### src/rtl/dimmer_pkg.sv
// Constants shared by the pulse-count LED dimmer design files
`default_nettype none
package dimmer_pkg;
  // ==========================================================
  // Clock and timing
  // ==========================================================
  localparam int unsigned CLK_KHZ       = 25000;   // mclk rate, 40 ns period
  localparam int unsigned OFF_TIMEOUT_US = 1000;   // Least low time that switches off
  localparam int unsigned LATCH_US       = 1000;   // Least high time that applies a burst
  localparam int unsigned ACCESS_MIN_US  = 1000;   // Earliest start of counting pulses
  localparam int unsigned ACCESS_MAX_US  = 5000;   // Latest start, then full scale
  // Least times round up; these divide exactly at 25 MHz
  localparam int unsigned OFF_CYC        = (OFF_TIMEOUT_US * CLK_KHZ + 999) / 1000;
  localparam int unsigned LATCH_CYC      = (LATCH_US * CLK_KHZ + 999) / 1000;
  localparam int unsigned ACCESS_MIN_CYC = (ACCESS_MIN_US * CLK_KHZ + 999) / 1000;
  localparam int unsigned ACCESS_MAX_CYC = (ACCESS_MAX_US * CLK_KHZ + 999) / 1000;

  // ==========================================================
  // Widths, limits and reset values
  // ==========================================================
  localparam int TIMER_W = 17;                     // Holds 5 ms of cycles
  localparam logic [4:0] COUNT_MAX   = 5'h10;      // Counts above sixteen read as sixteen
  localparam logic [4:0] COUNT_RST   = 5'h00;
  localparam logic [3:0] LEVEL_RST   = 4'h0;       // Code 0 is index 1, full scale
  localparam logic [3:0] LEVEL_FULL  = 4'h0;
  localparam logic [7:0] CURRENT_RST = 8'hA0;

  // Sink current in steps of 0.125 mA, indexed by level code (index minus one)
  localparam logic [7:0] CURRENT_TABLE [16] = '{
    8'hA0, 8'h88, 8'h70, 8'h60, 8'h50, 8'h44, 8'h38, 8'h30,
    8'h28, 8'h20, 8'h18, 8'h10, 8'h08, 8'h04, 8'h02, 8'h01
  };

  // ==========================================================
  // Interface states
  // ==========================================================
  typedef enum logic [1:0] {
    ST_OFF,
    ST_ACCESS,
    ST_COUNT,
    ST_ON
  } link_state_t;
endpackage
`default_nettype wire

### src/rtl/current_lookup.sv
// Registered lookup from level code to sink current code
`timescale 1ns/1ps
`default_nettype none
module current_lookup
(
  input  wire logic       mclk,        // System clock
  input  wire logic       rst_b,       // Async reset, active low
  input  wire logic [3:0] level,       // Level code, index minus one
  output logic      [7:0] current      // Sink current, 0.125 mA steps
);
  import dimmer_pkg::*;
  // ==========================================================
  // Table read
  // ==========================================================
  logic [7:0] next_current;            // Table entry for this level

  // Fixed sixteen-entry table, no software path
  always_comb
  begin
    next_current = CURRENT_TABLE[level];
  end

  // Register so the output leaves a flip-flop
  always_ff @(posedge mclk or negedge rst_b)
  begin
    if (!rst_b)
      current <= CURRENT_RST;
    else
      current <= next_current;
  end
endmodule // current_lookup
`default_nettype wire

### src/rtl/pulse_count_led_dimmer.sv
// Single-pin pulse-count control of a four-sink LED driver
`timescale 1ns/1ps
`default_nettype none
// Overview of operation
// Current level set only through enable pin
// Enable pulses switch sinks and set level
// Count rising edges, saturate at sixteen
// Host keeps pulse and gap widths legal
// Host starts pulses within access window
// High past access window gives full current
// Low for off timeout resets and disables
// New burst while lit changes the level
// Level applied after high for latch interval
// Index one to sixteen decreasing current table
// PWM gate input switches sinks on/off
// Host keeps PWM high phases long enough
module pulse_count_led_dimmer
#(
  parameter int unsigned OFF_CYCLES    = dimmer_pkg::OFF_CYC,        // Off timeout in cycles
  parameter int unsigned LATCH_CYCLES  = dimmer_pkg::LATCH_CYC,      // Latch interval in cycles
  parameter int unsigned ACCESS_CYCLES = dimmer_pkg::ACCESS_MAX_CYC  // Access window end in cycles
)
(
  input  wire logic       mclk,              // System clock, 25 MHz
  input  wire logic       rst_b,             // Async reset, active low
  input  wire logic       enable_pin,        // Single-wire on/off and dimming input
  input  wire logic       pwm_gate_input,    // External PWM gate, high lets current flow
  output logic            driver_on,         // Driver enabled, sinks lit by setting
  output logic [3:0]      level_code,        // Chosen level, index minus one
  output logic [7:0]      sink_current,      // Sink current, 0.125 mA steps
  output logic            led_sink_output_a, // Sink a gate
  output logic            led_sink_output_b, // Sink b gate
  output logic            led_sink_output_c, // Sink c gate
  output logic            led_sink_output_d  // Sink d gate
);
  import dimmer_pkg::*;
  // ==========================================================
  // Constants sized for the timers
  // ==========================================================
  localparam logic [TIMER_W-1:0] OFF_T    = TIMER_W'(OFF_CYCLES);
  localparam logic [TIMER_W-1:0] LATCH_T  = TIMER_W'(LATCH_CYCLES);
  localparam logic [TIMER_W-1:0] ACCESS_T = TIMER_W'(ACCESS_CYCLES);

  // ==========================================================
  // State
  // ==========================================================
  link_state_t        state;           // Protocol state
  link_state_t        next_state;
  logic               en_q;            // Last sample of the pin, for edges
  logic [TIMER_W-1:0] low_cnt;         // Consecutive low cycles, saturating
  logic [TIMER_W-1:0] next_low_cnt;
  logic [TIMER_W-1:0] high_cnt;        // Consecutive high cycles, saturating
  logic [TIMER_W-1:0] next_high_cnt;
  logic [4:0]         pulse_cnt;       // Rising edges in the current burst
  logic [4:0]         next_pulse_cnt;
  logic               next_driver_on;
  logic [3:0]         next_level_code;
  logic               next_sink;       // Common gate for all four sinks
  logic               en_rise;         // Pin went high this cycle
  logic               en_fall;         // Pin went low this cycle
  logic               off_hit;         // Low long enough to switch off

  // ==========================================================
  // Edge and duration detection
  // ==========================================================
  // Pin is synchronous to mclk, so one sample is enough for edges
  always_comb
  begin
    en_rise       = enable_pin & ~en_q;
    en_fall       = ~enable_pin & en_q;
    // Saturation keeps a long steady level from wrapping to a short one
    next_low_cnt  = enable_pin ? '0 : ((low_cnt == '1) ? low_cnt : low_cnt + 1'b1);
    next_high_cnt = !enable_pin ? '0 : ((high_cnt == '1) ? high_cnt : high_cnt + 1'b1);
    off_hit       = !enable_pin && (next_low_cnt >= OFF_T);
  end

  // ==========================================================
  // Protocol state machine
  // ==========================================================
  // Only the enable pin moves this machine; nothing else sets the level
  always_comb
  begin
    next_state      = state;
    next_pulse_cnt  = pulse_cnt;
    next_driver_on  = driver_on;
    next_level_code = level_code;
    unique case (state)
      ST_OFF:
      begin
        // Parked with sinks dark until the pin rises
        if (en_rise)
          next_state = ST_ACCESS;
      end
      ST_ACCESS:
      begin
        if (off_hit)
        begin
          next_state = ST_OFF;
        end
        else if (en_fall)
        begin
          // First low gap opens a counting burst
          next_state     = ST_COUNT;
          next_pulse_cnt = COUNT_RST;
        end
        else if (enable_pin && next_high_cnt >= ACCESS_T)
        begin
          // No pulses in the window: start at full scale
          next_state      = ST_ON;
          next_level_code = LEVEL_FULL;
          next_driver_on  = 1'b1;
        end
      end
      ST_COUNT:
      begin
        if (off_hit)
        begin
          next_state = ST_OFF;
        end
        else
        begin
          if (en_rise && pulse_cnt != COUNT_MAX)
            next_pulse_cnt = pulse_cnt + 5'h01;
          // Pin held high after the burst: take the count
          if (enable_pin && next_high_cnt >= LATCH_T && pulse_cnt != COUNT_RST)
          begin
            next_state      = ST_ON;
            next_level_code = 4'(pulse_cnt - 5'h01);
            next_driver_on  = 1'b1;
          end
        end
      end
      ST_ON:
      begin
        // A new burst keeps the old level lit until it latches
        if (en_fall)
        begin
          next_state     = ST_COUNT;
          next_pulse_cnt = COUNT_RST;
        end
      end
    endcase
    // Off timeout wins over all: dark and back to reset values
    if (off_hit)
    begin
      next_driver_on  = 1'b0;
      next_level_code = LEVEL_RST;
      next_pulse_cnt  = COUNT_RST;
    end
    // PWM gates the sinks, using the set level as on current
    next_sink = next_driver_on & pwm_gate_input;
  end

  // Register every piece of state; all outputs but sink_current leave these flops
  always_ff @(posedge mclk or negedge rst_b)
  begin
    if (!rst_b)
    begin
      state             <= ST_OFF;
      en_q              <= 1'b0;
      low_cnt           <= '0;
      high_cnt          <= '0;
      pulse_cnt         <= COUNT_RST;
      driver_on         <= 1'b0;
      level_code        <= LEVEL_RST;
      led_sink_output_a <= 1'b0;
      led_sink_output_b <= 1'b0;
      led_sink_output_c <= 1'b0;
      led_sink_output_d <= 1'b0;
    end
    else
    begin
      state             <= next_state;
      en_q              <= enable_pin;
      low_cnt           <= next_low_cnt;
      high_cnt          <= next_high_cnt;
      pulse_cnt         <= next_pulse_cnt;
      driver_on         <= next_driver_on;
      level_code        <= next_level_code;
      led_sink_output_a <= next_sink;
      led_sink_output_b <= next_sink;
      led_sink_output_c <= next_sink;
      led_sink_output_d <= next_sink;
    end
  end

  // ==========================================================
  // Current table
  // ==========================================================
  // Table sits one cycle behind the level code
  current_lookup u_lookup
  (
    .mclk    (mclk),
    .rst_b   (rst_b),
    .level   (level_code),
    .current (sink_current)
  );

  // ==========================================================
  // Assertions
  // ==========================================================
  property p_off_timeout;
    @(posedge mclk) disable iff (!rst_b)
      (!enable_pin && low_cnt == OFF_T - 1'b1) |=> (!driver_on && state == ST_OFF && !led_sink_output_a);
  endproperty
  a_off_timeout: assert property (p_off_timeout) else $error("driver not off after timeout");

  property p_count_cap;
    @(posedge mclk) disable iff (!rst_b)
      pulse_cnt <= COUNT_MAX;
  endproperty
  a_count_cap: assert property (p_count_cap) else $error("pulse count above sixteen");

  property p_rise_counts;
    @(posedge mclk) disable iff (!rst_b)
      (state == ST_COUNT && en_rise && !off_hit) |=> (pulse_cnt == (($past(pulse_cnt) == COUNT_MAX) ?
        COUNT_MAX : $past(pulse_cnt) + 5'h01));
  endproperty
  a_rise_counts: assert property (p_rise_counts) else $error("rising edge not counted");

  property p_latch_applies;
    @(posedge mclk) disable iff (!rst_b)
      (state == ST_COUNT && enable_pin && high_cnt == LATCH_T - 1'b1 && pulse_cnt != COUNT_RST)
        |=> (driver_on && state == ST_ON && level_code == 4'($past(pulse_cnt) - 5'h01));
  endproperty
  a_latch_applies: assert property (p_latch_applies) else $error("burst count not latched");

  property p_full_default;
    @(posedge mclk) disable iff (!rst_b)
      (state == ST_ACCESS && enable_pin && high_cnt == ACCESS_T - 1'b1)
        |=> (driver_on && level_code == LEVEL_FULL) ##1 (sink_current == CURRENT_TABLE[0]);
  endproperty
  a_full_default: assert property (p_full_default) else $error("no full scale after window");

  property p_burst_keeps_lit;
    @(posedge mclk) disable iff (!rst_b)
      (state == ST_ON && en_fall) |=> (state == ST_COUNT && driver_on && $stable(level_code));
  endproperty
  a_burst_keeps_lit: assert property (p_burst_keeps_lit) else $error("burst darkened sinks");

  property p_pwm_gate;
    @(posedge mclk) disable iff (!rst_b)
      (driver_on && !off_hit) |=> (led_sink_output_d == $past(pwm_gate_input));
  endproperty
  a_pwm_gate: assert property (p_pwm_gate) else $error("sink ignores pwm gate");

  property p_level_only_latch;
    @(posedge mclk) disable iff (!rst_b)
      $changed(level_code) |-> ($past(state) != ST_ON && ($past(off_hit) || driver_on));
  endproperty
  a_level_only_latch: assert property (p_level_only_latch) else $error("level changed outside latch");

  property p_table;
    @(posedge mclk) disable iff (!rst_b)
      ##1 (sink_current == CURRENT_TABLE[$past(level_code)]);
  endproperty
  a_table: assert property (p_table) else $error("sink current not from table");

  c_full_start: cover property (@(posedge mclk) disable iff (!rst_b) state == ST_ACCESS ##1 state == ST_ON);
  c_latched: cover property (@(posedge mclk) disable iff (!rst_b) state == ST_COUNT ##1 state == ST_ON);
  c_saturated: cover property (@(posedge mclk) disable iff (!rst_b) pulse_cnt == COUNT_MAX && en_rise);
  c_off: cover property (@(posedge mclk) disable iff (!rst_b) driver_on ##1 !driver_on);
endmodule // pulse_count_led_dimmer
`default_nettype wire

### config.mk
export PLATFORM = sky130hd
export DESIGN_NAME = pulse_count_led_dimmer
export DESIGN_NICKNAME = d
export VERILOG_FILES = /design/src/rtl/dimmer_pkg.sv /design/src/rtl/current_lookup.sv /design/src/rtl/pulse_count_led_dimmer.sv
export SDC_FILE = /design/constraint.sdc
export NUM_CORES = 1
export LEC_CHECK = 0
export BUFFER_PORTS_ARGS = -buffer_cell sky130_fd_sc_hd__buf_2
export CORE_MARGIN = 10
export CORE_UTILIZATION = 56
export DETAILED_ROUTE_END_ITERATION = 12
export GPL_TIMING_DRIVEN = 0
export MAX_ROUTING_LAYER = met4
export PLACE_DENSITY = 0.72
export SYNTH_ARGS = -nofsm -noshare
export SYNTH_HDL_FRONTEND = slang
export SYNTH_SLANG_ARGS = --single-unit
### constraint.sdc
create_clock -name mclk -period 3.64 [get_ports mclk]
set_input_delay 0.364 -clock mclk [delete_from_list [all_inputs] [get_ports mclk]]
set_output_delay 0.364 -clock mclk [all_outputs]
set_load 0.01 [all_outputs]
==> Word-level counts from Yosys, hierarchy flattened <==
Memory sizes are Yosys's and may differ from the RTL's. A register that Yosys moved wholly into a read port is not among the register bits.
Index checks and enable logic that the tools add are counted.
{ "totals": {"memories": 1, "mem_bits_ro": 128, "out_inout_bits": 17, "inputBits": 4, "regBits": 48} }
{ "classes": {"bitwise": 6, "mux": 26, "n_eq_ne": 14, "n_lt_le_gt_ge": 3, "add_sub_neg": 4, "reduce_logical": 15} }
{ "mem_list": {"columns": ["name", "depth", "width", "rd", "rd_ports_with_merged_regs", "write_ports", "line", "source"], "rows": [
  ["(name not given)", 16, 8, 1, 1, 0, "current_lookup.sv:20", "next_current = CURRENT_TABLE[level];"]
]} }
{ "ops": {"columns": ["op", "n"], "rows": [
  ["17-bit two-way mux", 4],
  ["17-bit by 1-bit adder with 17-bit output (second input constant)", 2],
  ["17-bit == test (second input constant)", 2],
  ["17-bit by 15-bit greater-or-equal comparator with 1-bit output (second input constant)", 2],
  ["17-bit greater-or-equal comparator (second input constant)", 1],
  ["4-bit two-way mux", 4],
  ["5-bit two-way mux", 3],
  ["2-bit two-way mux", 7],
  ["3-bit != test (second input constant)", 4],
  ["5-bit case mux with 2 select lines", 1],
  ["2-bit case mux with 4 select lines", 1],
  ["4-bit case mux with 2 select lines", 1],
  ["4-bit AND reduction", 2],
  ["3-bit nonzero test", 2],
  ["5-bit by 1-bit adder with 5-bit output (second input constant)", 1],
  ["1-bit logical AND", 5],
  ["5-bit != test (second input constant)", 1],
  ["4-bit inverter with 5-bit output", 1],
  ["5-bit nonzero test", 1],
  ["2-bit == test (second input constant)", 2],
  ["1-bit two-way mux", 4],
  ["2-bit != test (second input constant)", 2],
  ["4-bit != test (second input constant)", 1],
  ["4-bit by 1-bit subtractor with 4-bit output (second input constant)", 1],
  ["9 further kinds", 13]
]} }

==> Depth between registers and ports, before layout <==
{ "logic_depth": {"depth_word": 10, "mapped_depth": 13} }

==> By module <==
A second synthesis with hierarchy kept.
{ "unflattened": {"hier_cells": 357, "area_unflattened_um2": 3440.8} }
{ "by_module_without_submodules": {"columns": ["mod", "n_inst", "area_per_inst_um2", "cells_per_inst"], "rows": [
  ["pulse_count_led_dimmer", 1, 3105.5, 327],
  ["current_lookup", 1, 335.3, 30]
]} }

==> Worst setup path after synthesis <==
Ideal clock, no wire load.
{ "synth_timing": {"path_type": "reg2reg", "startpoint": "reg high_cnt[0]", "endpoint": "reg state[1]", "stages_incl_launch_ff": 12, "t_arrival_ns": 2.695, "setup_slack_ns": 0.819, "period_less_slack_ns": 2.821, "n_path_buf": 0, "path_cell_list": "dfrtp_1 ha_1 nand4_1 or4_1 nor4b_1 a211oi_2 nand3b_1 nor4_1 nor2_2 o31ai_4 a221oi_1 a311o_1"} }
{ "synth_between": {"elab_chain_cells": 8} }
{ "synth_rtl": {"columns": ["item", "line", "source"], "rows": [
  ["start: declaration", "pulse_count_led_dimmer.sv:52", "logic [TIMER_W-1:0] high_cnt;"],
  ["start signal: assignment", "pulse_count_led_dimmer.sv:176", "high_cnt <= next_high_cnt;"],
  ["17-bit by 1-bit adder with 17-bit output or 17-bit == test (tied branches)", "pulse_count_led_dimmer.sv:73", "next_high_cnt = !enable_pin ? '0 : ((high_cnt == '1) ? high_cnt : high_cnt + 1'b1);"],
  ["17-bit two-way mux * (2 in a row)", "pulse_count_led_dimmer.sv:73", null],
  ["17-bit by 15-bit greater-or-equal comparator with 1-bit output", "pulse_count_led_dimmer.sv:125", "if (enable_pin && next_high_cnt >= LATCH_T && pulse_cnt != COUNT_RST)"],
  ["1-bit logical AND (2 in a row)", "pulse_count_led_dimmer.sv:125", null],
  ["3-bit != test (no line)", null, null],
  ["4-bit AND reduction (no line) *", null, null],
  ["end signal: assignment", "pulse_count_led_dimmer.sv:173", "state <= next_state;"],
  ["end: declaration", "pulse_count_led_dimmer.sv:47", "link_state_t state;"]
]} }
Every way passes the cells marked *; elsewhere a longest branch is shown, timed or not.
A chain may end at the register's enable or synchronous reset.

==> Worst setup path after layout <==
{ "layout_timing": {"startpoint": "reg high_cnt[0]", "endpoint": "reg level_code[0]"} }
{ "layout_between": {"elab_chain_cells": 8} }
{ "layout_rtl": {"columns": ["item", "line", "source"], "rows": [
  ["17-bit by 1-bit adder with 17-bit output or 17-bit == test (tied branches)", "pulse_count_led_dimmer.sv:73", null],
  ["17-bit two-way mux * (2 in a row)", "pulse_count_led_dimmer.sv:73", null],
  ["named net next_high_cnt[7]", "pulse_count_led_dimmer.sv:53", "logic [TIMER_W-1:0] next_high_cnt;"],
  ["17-bit by 15-bit greater-or-equal comparator with 1-bit output", "pulse_count_led_dimmer.sv:125", null],
  ["1-bit logical AND (2 in a row)", "pulse_count_led_dimmer.sv:125", null],
  ["3-bit != test (no line)", null, null],
  ["4-bit AND reduction (no line) *", null, null],
  ["end signal: assignment", "pulse_count_led_dimmer.sv:179", "level_code <= next_level_code;"],
  ["end: declaration", "pulse_count_led_dimmer.sv:29", "output logic [3:0] level_code,"]
]} }
Mark *: on every way through the listed nets, which the timed path passes. The rest lies on a longest branch.

==> metrics.txt <==
outcome=completed; setup TNS=0 ps; Setup violations, final=0; Post-DP HPWL=6.080 mm; Die H=98.59 microns; fin worst setup slack=258.0 ps; Fillers=532; routability cong.=0.9301; Vias/cell=6.234; Max Cap Viol=0; total number of vias=3117; Area Overhead vs Synth=8.466%; gr usage total=0.1765; CP Capture Type=flip-flop; library cells used by synthesis=61; Die ar.=9719 sq um; Final ANT Viol Nets=0; PwrDens=436.5 nW/um^2; number of flops mapped to enable cells by yosys=0; width of the die=98.59 microns; largest net degree at the start of global routing=57; fin nets=438; # rows=28; final worst path period need=3382 ps; ys flop type=dfrtp_1; Antenna Cells=0; Seq/Total Area, Yosys=0.4059; CTS clk-pin slew, worst paths=110 ps; GRT Residual Overflow=0; drt pass-1 iters=5; top sig layer=met4; Final Hold Vio Count=0; Hold WC Path Type=input pin to async pin; Max rail drop VDD=0.0004094 V; initial antenna violation count=0; DR WL met2=3.855 mm; port buffer count=20; fmax=295.7 MHz; Fin Clk Skew=13.44 ps; Core Region=5956 sq um; Rel. slew slack=0.5320; WP data required=3860 ps; drt wl/cell=16.84 microns; Worst-Margin Slew=702.0 ps; Max FO, Critical Path=6; starting density of the core=0.5807; CTS tree=built; initial drt markers=183; Mapped Cells=397; met1 WL=3.929 mm; syn_nets=411; Avg Inst Size Synth=8.711 sq um; CP arrival=3600 ps; Residual DRC=0; # H-tree levels=2; Synth async-reset ratio=1.000; CP startpoint kind=flip-flop; I/O pins=21; met3 WL=480 microns; P_leak=1.569 nW; CTS Sinks=56; clock latency on the worst-skew pair=320 ps; worst slack, placed=268.9 ps; share of cells above drive strength 1=0.1200; critical path class=flip-flop to flip-flop; hold slack=88.36 ps; RSZ-0062 raised after global routing=no; Final Cycle Share=0.9291; Yosys warning total=0; vias in the first global route=2914; Yosys reg bits=56; first-pass GRT wire length=14.17 mm; clock root cell=clkbuf_8; synthesized cell area=3458 sq um; Slew Viols, Final=0; Tot Pwr=1.637 mW; Routed WL=8.420 mm; deepest clock path buffer count=2; CTS buffer count=5
==> per-layer routing <==
metal | vias up | global-route usage
met1 | 1480 | 0.2314
met4 | 0 | 0.05954
met5 | - | -
li1 | 1518 | -
met3 | 14 | 0.03422
met2 | 105 | 0.2668
==> worst max-delay path, cell delays in order, from the launching register on <==
cell	delay, ps
dfrtp_1	430
ha_1	250
nand4_1	210
nor3_1	530
a211oi_1	180
mux2i_1	430
o311a_1	280
o31a_1	280
nand2_1	200
a21boi_0	210
o22ai_1	140
o2bb2ai_1	150
==> path summary, 6_finish.rpt <==
check / slack [ps] / end / from / cells after the start
worst max-delay path: 260 / level_code[0] / high_cnt[0] / 11
worst min-delay path: 90 / low_cnt[3] / rst_b / 1
worst max register to register: 260 / level_code[0] / high_cnt[0] / 11
worst min register to register: 570 / u_lookup.current[1] / level_code[0] / 1
max in group asynchronous: 3090 / low_cnt[5] / rst_b / 1
min in group mclk: 230 / en_q / enable_pin / 1
==> through the flow <==
step,util,cells,cell area (sq um)
5_1_grt,0.6298,500,3751
4_1_cts,0.6294,500,3749
6_report,0.6298,500,3751
2_1_floorplan,-,397,3458
3_5_place_dp,0.6132,492,3652
3_3_place_gp,0.6132,492,3652
==> cells by family (layout without fill, tap and decap cells) <==
family                     Yosys count  after routing  share of synthesized area
AOI/OAI and AO/OA                   93             93                     0.1889
xor gates and xnor gates            17             17                    0.04306
adders and majority gates           10             10                    0.03618
DFF                                 56             56                     0.4059
buffers and inverters               34             62                    0.04341
and+or+nand+nor                    185            185                     0.2768
muxes                                2              2                   0.005789
==> area by class of cell <==
type / instances / area [sq um] / share of cell area
multi-input cells: 307 / 1904 / 0.5077
flip-flops and latches: 56 / 1404 / 0.3743
repair buffers: 20 / 102.6 / 0.02735
well taps: 75 / 93.84 / 0.02502
plain buffers: 18 / 90.09 / 0.02402
clock buffers: 5 / 68.82 / 0.01835
inverters: 16 / 60.06 / 0.01601
clock inverters: 3 / 27.53 / 0.007338
==> what timing repair did <==
action | CTS | global route
buffers inserted | 0 | 0
gates resized for setup | 0 | 1
hold endpoints to repair | 0 | 0
hold buffers | 0 | 0
endpoints found under the setup margin | 0 | 1
==> cells in the mapped netlist, types with 3 or more instances <==
cell      instances  area [sq um]
dfrtp_1          54          1351
nor2_1           44         165.2
nand2_1          36         135.1
nand4_1          19         118.9
o21ai_0          19         95.09
nand3_1          18         90.09
inv_1            16         60.06
a21oi_1          15         75.07
nor3_1           15         75.07
a31oi_1          12         75.07
and3_1           10         62.56
ha_1             10         125.1
xnor2_1           9         78.83
or3_1             8         50.05
xor2_1            8         70.07
clkbuf_1          7         26.28
and4_1            6         52.55
o31ai_1           6         45.04
buf_2             5         25.02
nand2b_1          5         31.28
o211ai_1          5         37.54
and2_1            4         25.02
buf_4             4         30.03
nor4_1            4         25.02
a211oi_1          3         22.52
nor2b_1           3         18.77
o21bai_1          3         22.52
o22ai_1           3         18.77
o311a_1           3         30.03
o31a_1            3         26.28
==> power by group <==
part	leakage [nW]	total, mW	switching (mW)	internal (mW)
Sequential	0.751	0.741	0.0513	0.689
Clock	0.0463	0.367	0.225	0.142
Combinational	0.771	0.530	0.325	0.205
==> cells in the final DEF, fill, tap and decap left out, types with 6 or more instances in the layout <==
cell type  count
xor2_1         8
and4_1         6
o21ai_0       19
a31oi_1       12
and3_1        10
nor2_1        44
ha_1          10
nand3_1       18
or3_1          8
inv_1         16
nand2_1       36
nand4_1       19
a21oi_1       15
xnor2_1        9
dfrtp_1       54
nor3_1        15
buf_2         24
clkbuf_1       7
o31ai_1        6
==> flip-flops by register name, indices dropped and copies added, names as in the netlist <==
name	count
pulse_cnt	5
led_sink_output_d	1
low_cnt	17
high_cnt	17
en_q	1
driver_on	1
u_lookup.current	8
level_code	4
state	2
(Power assumes the default switching activity.)
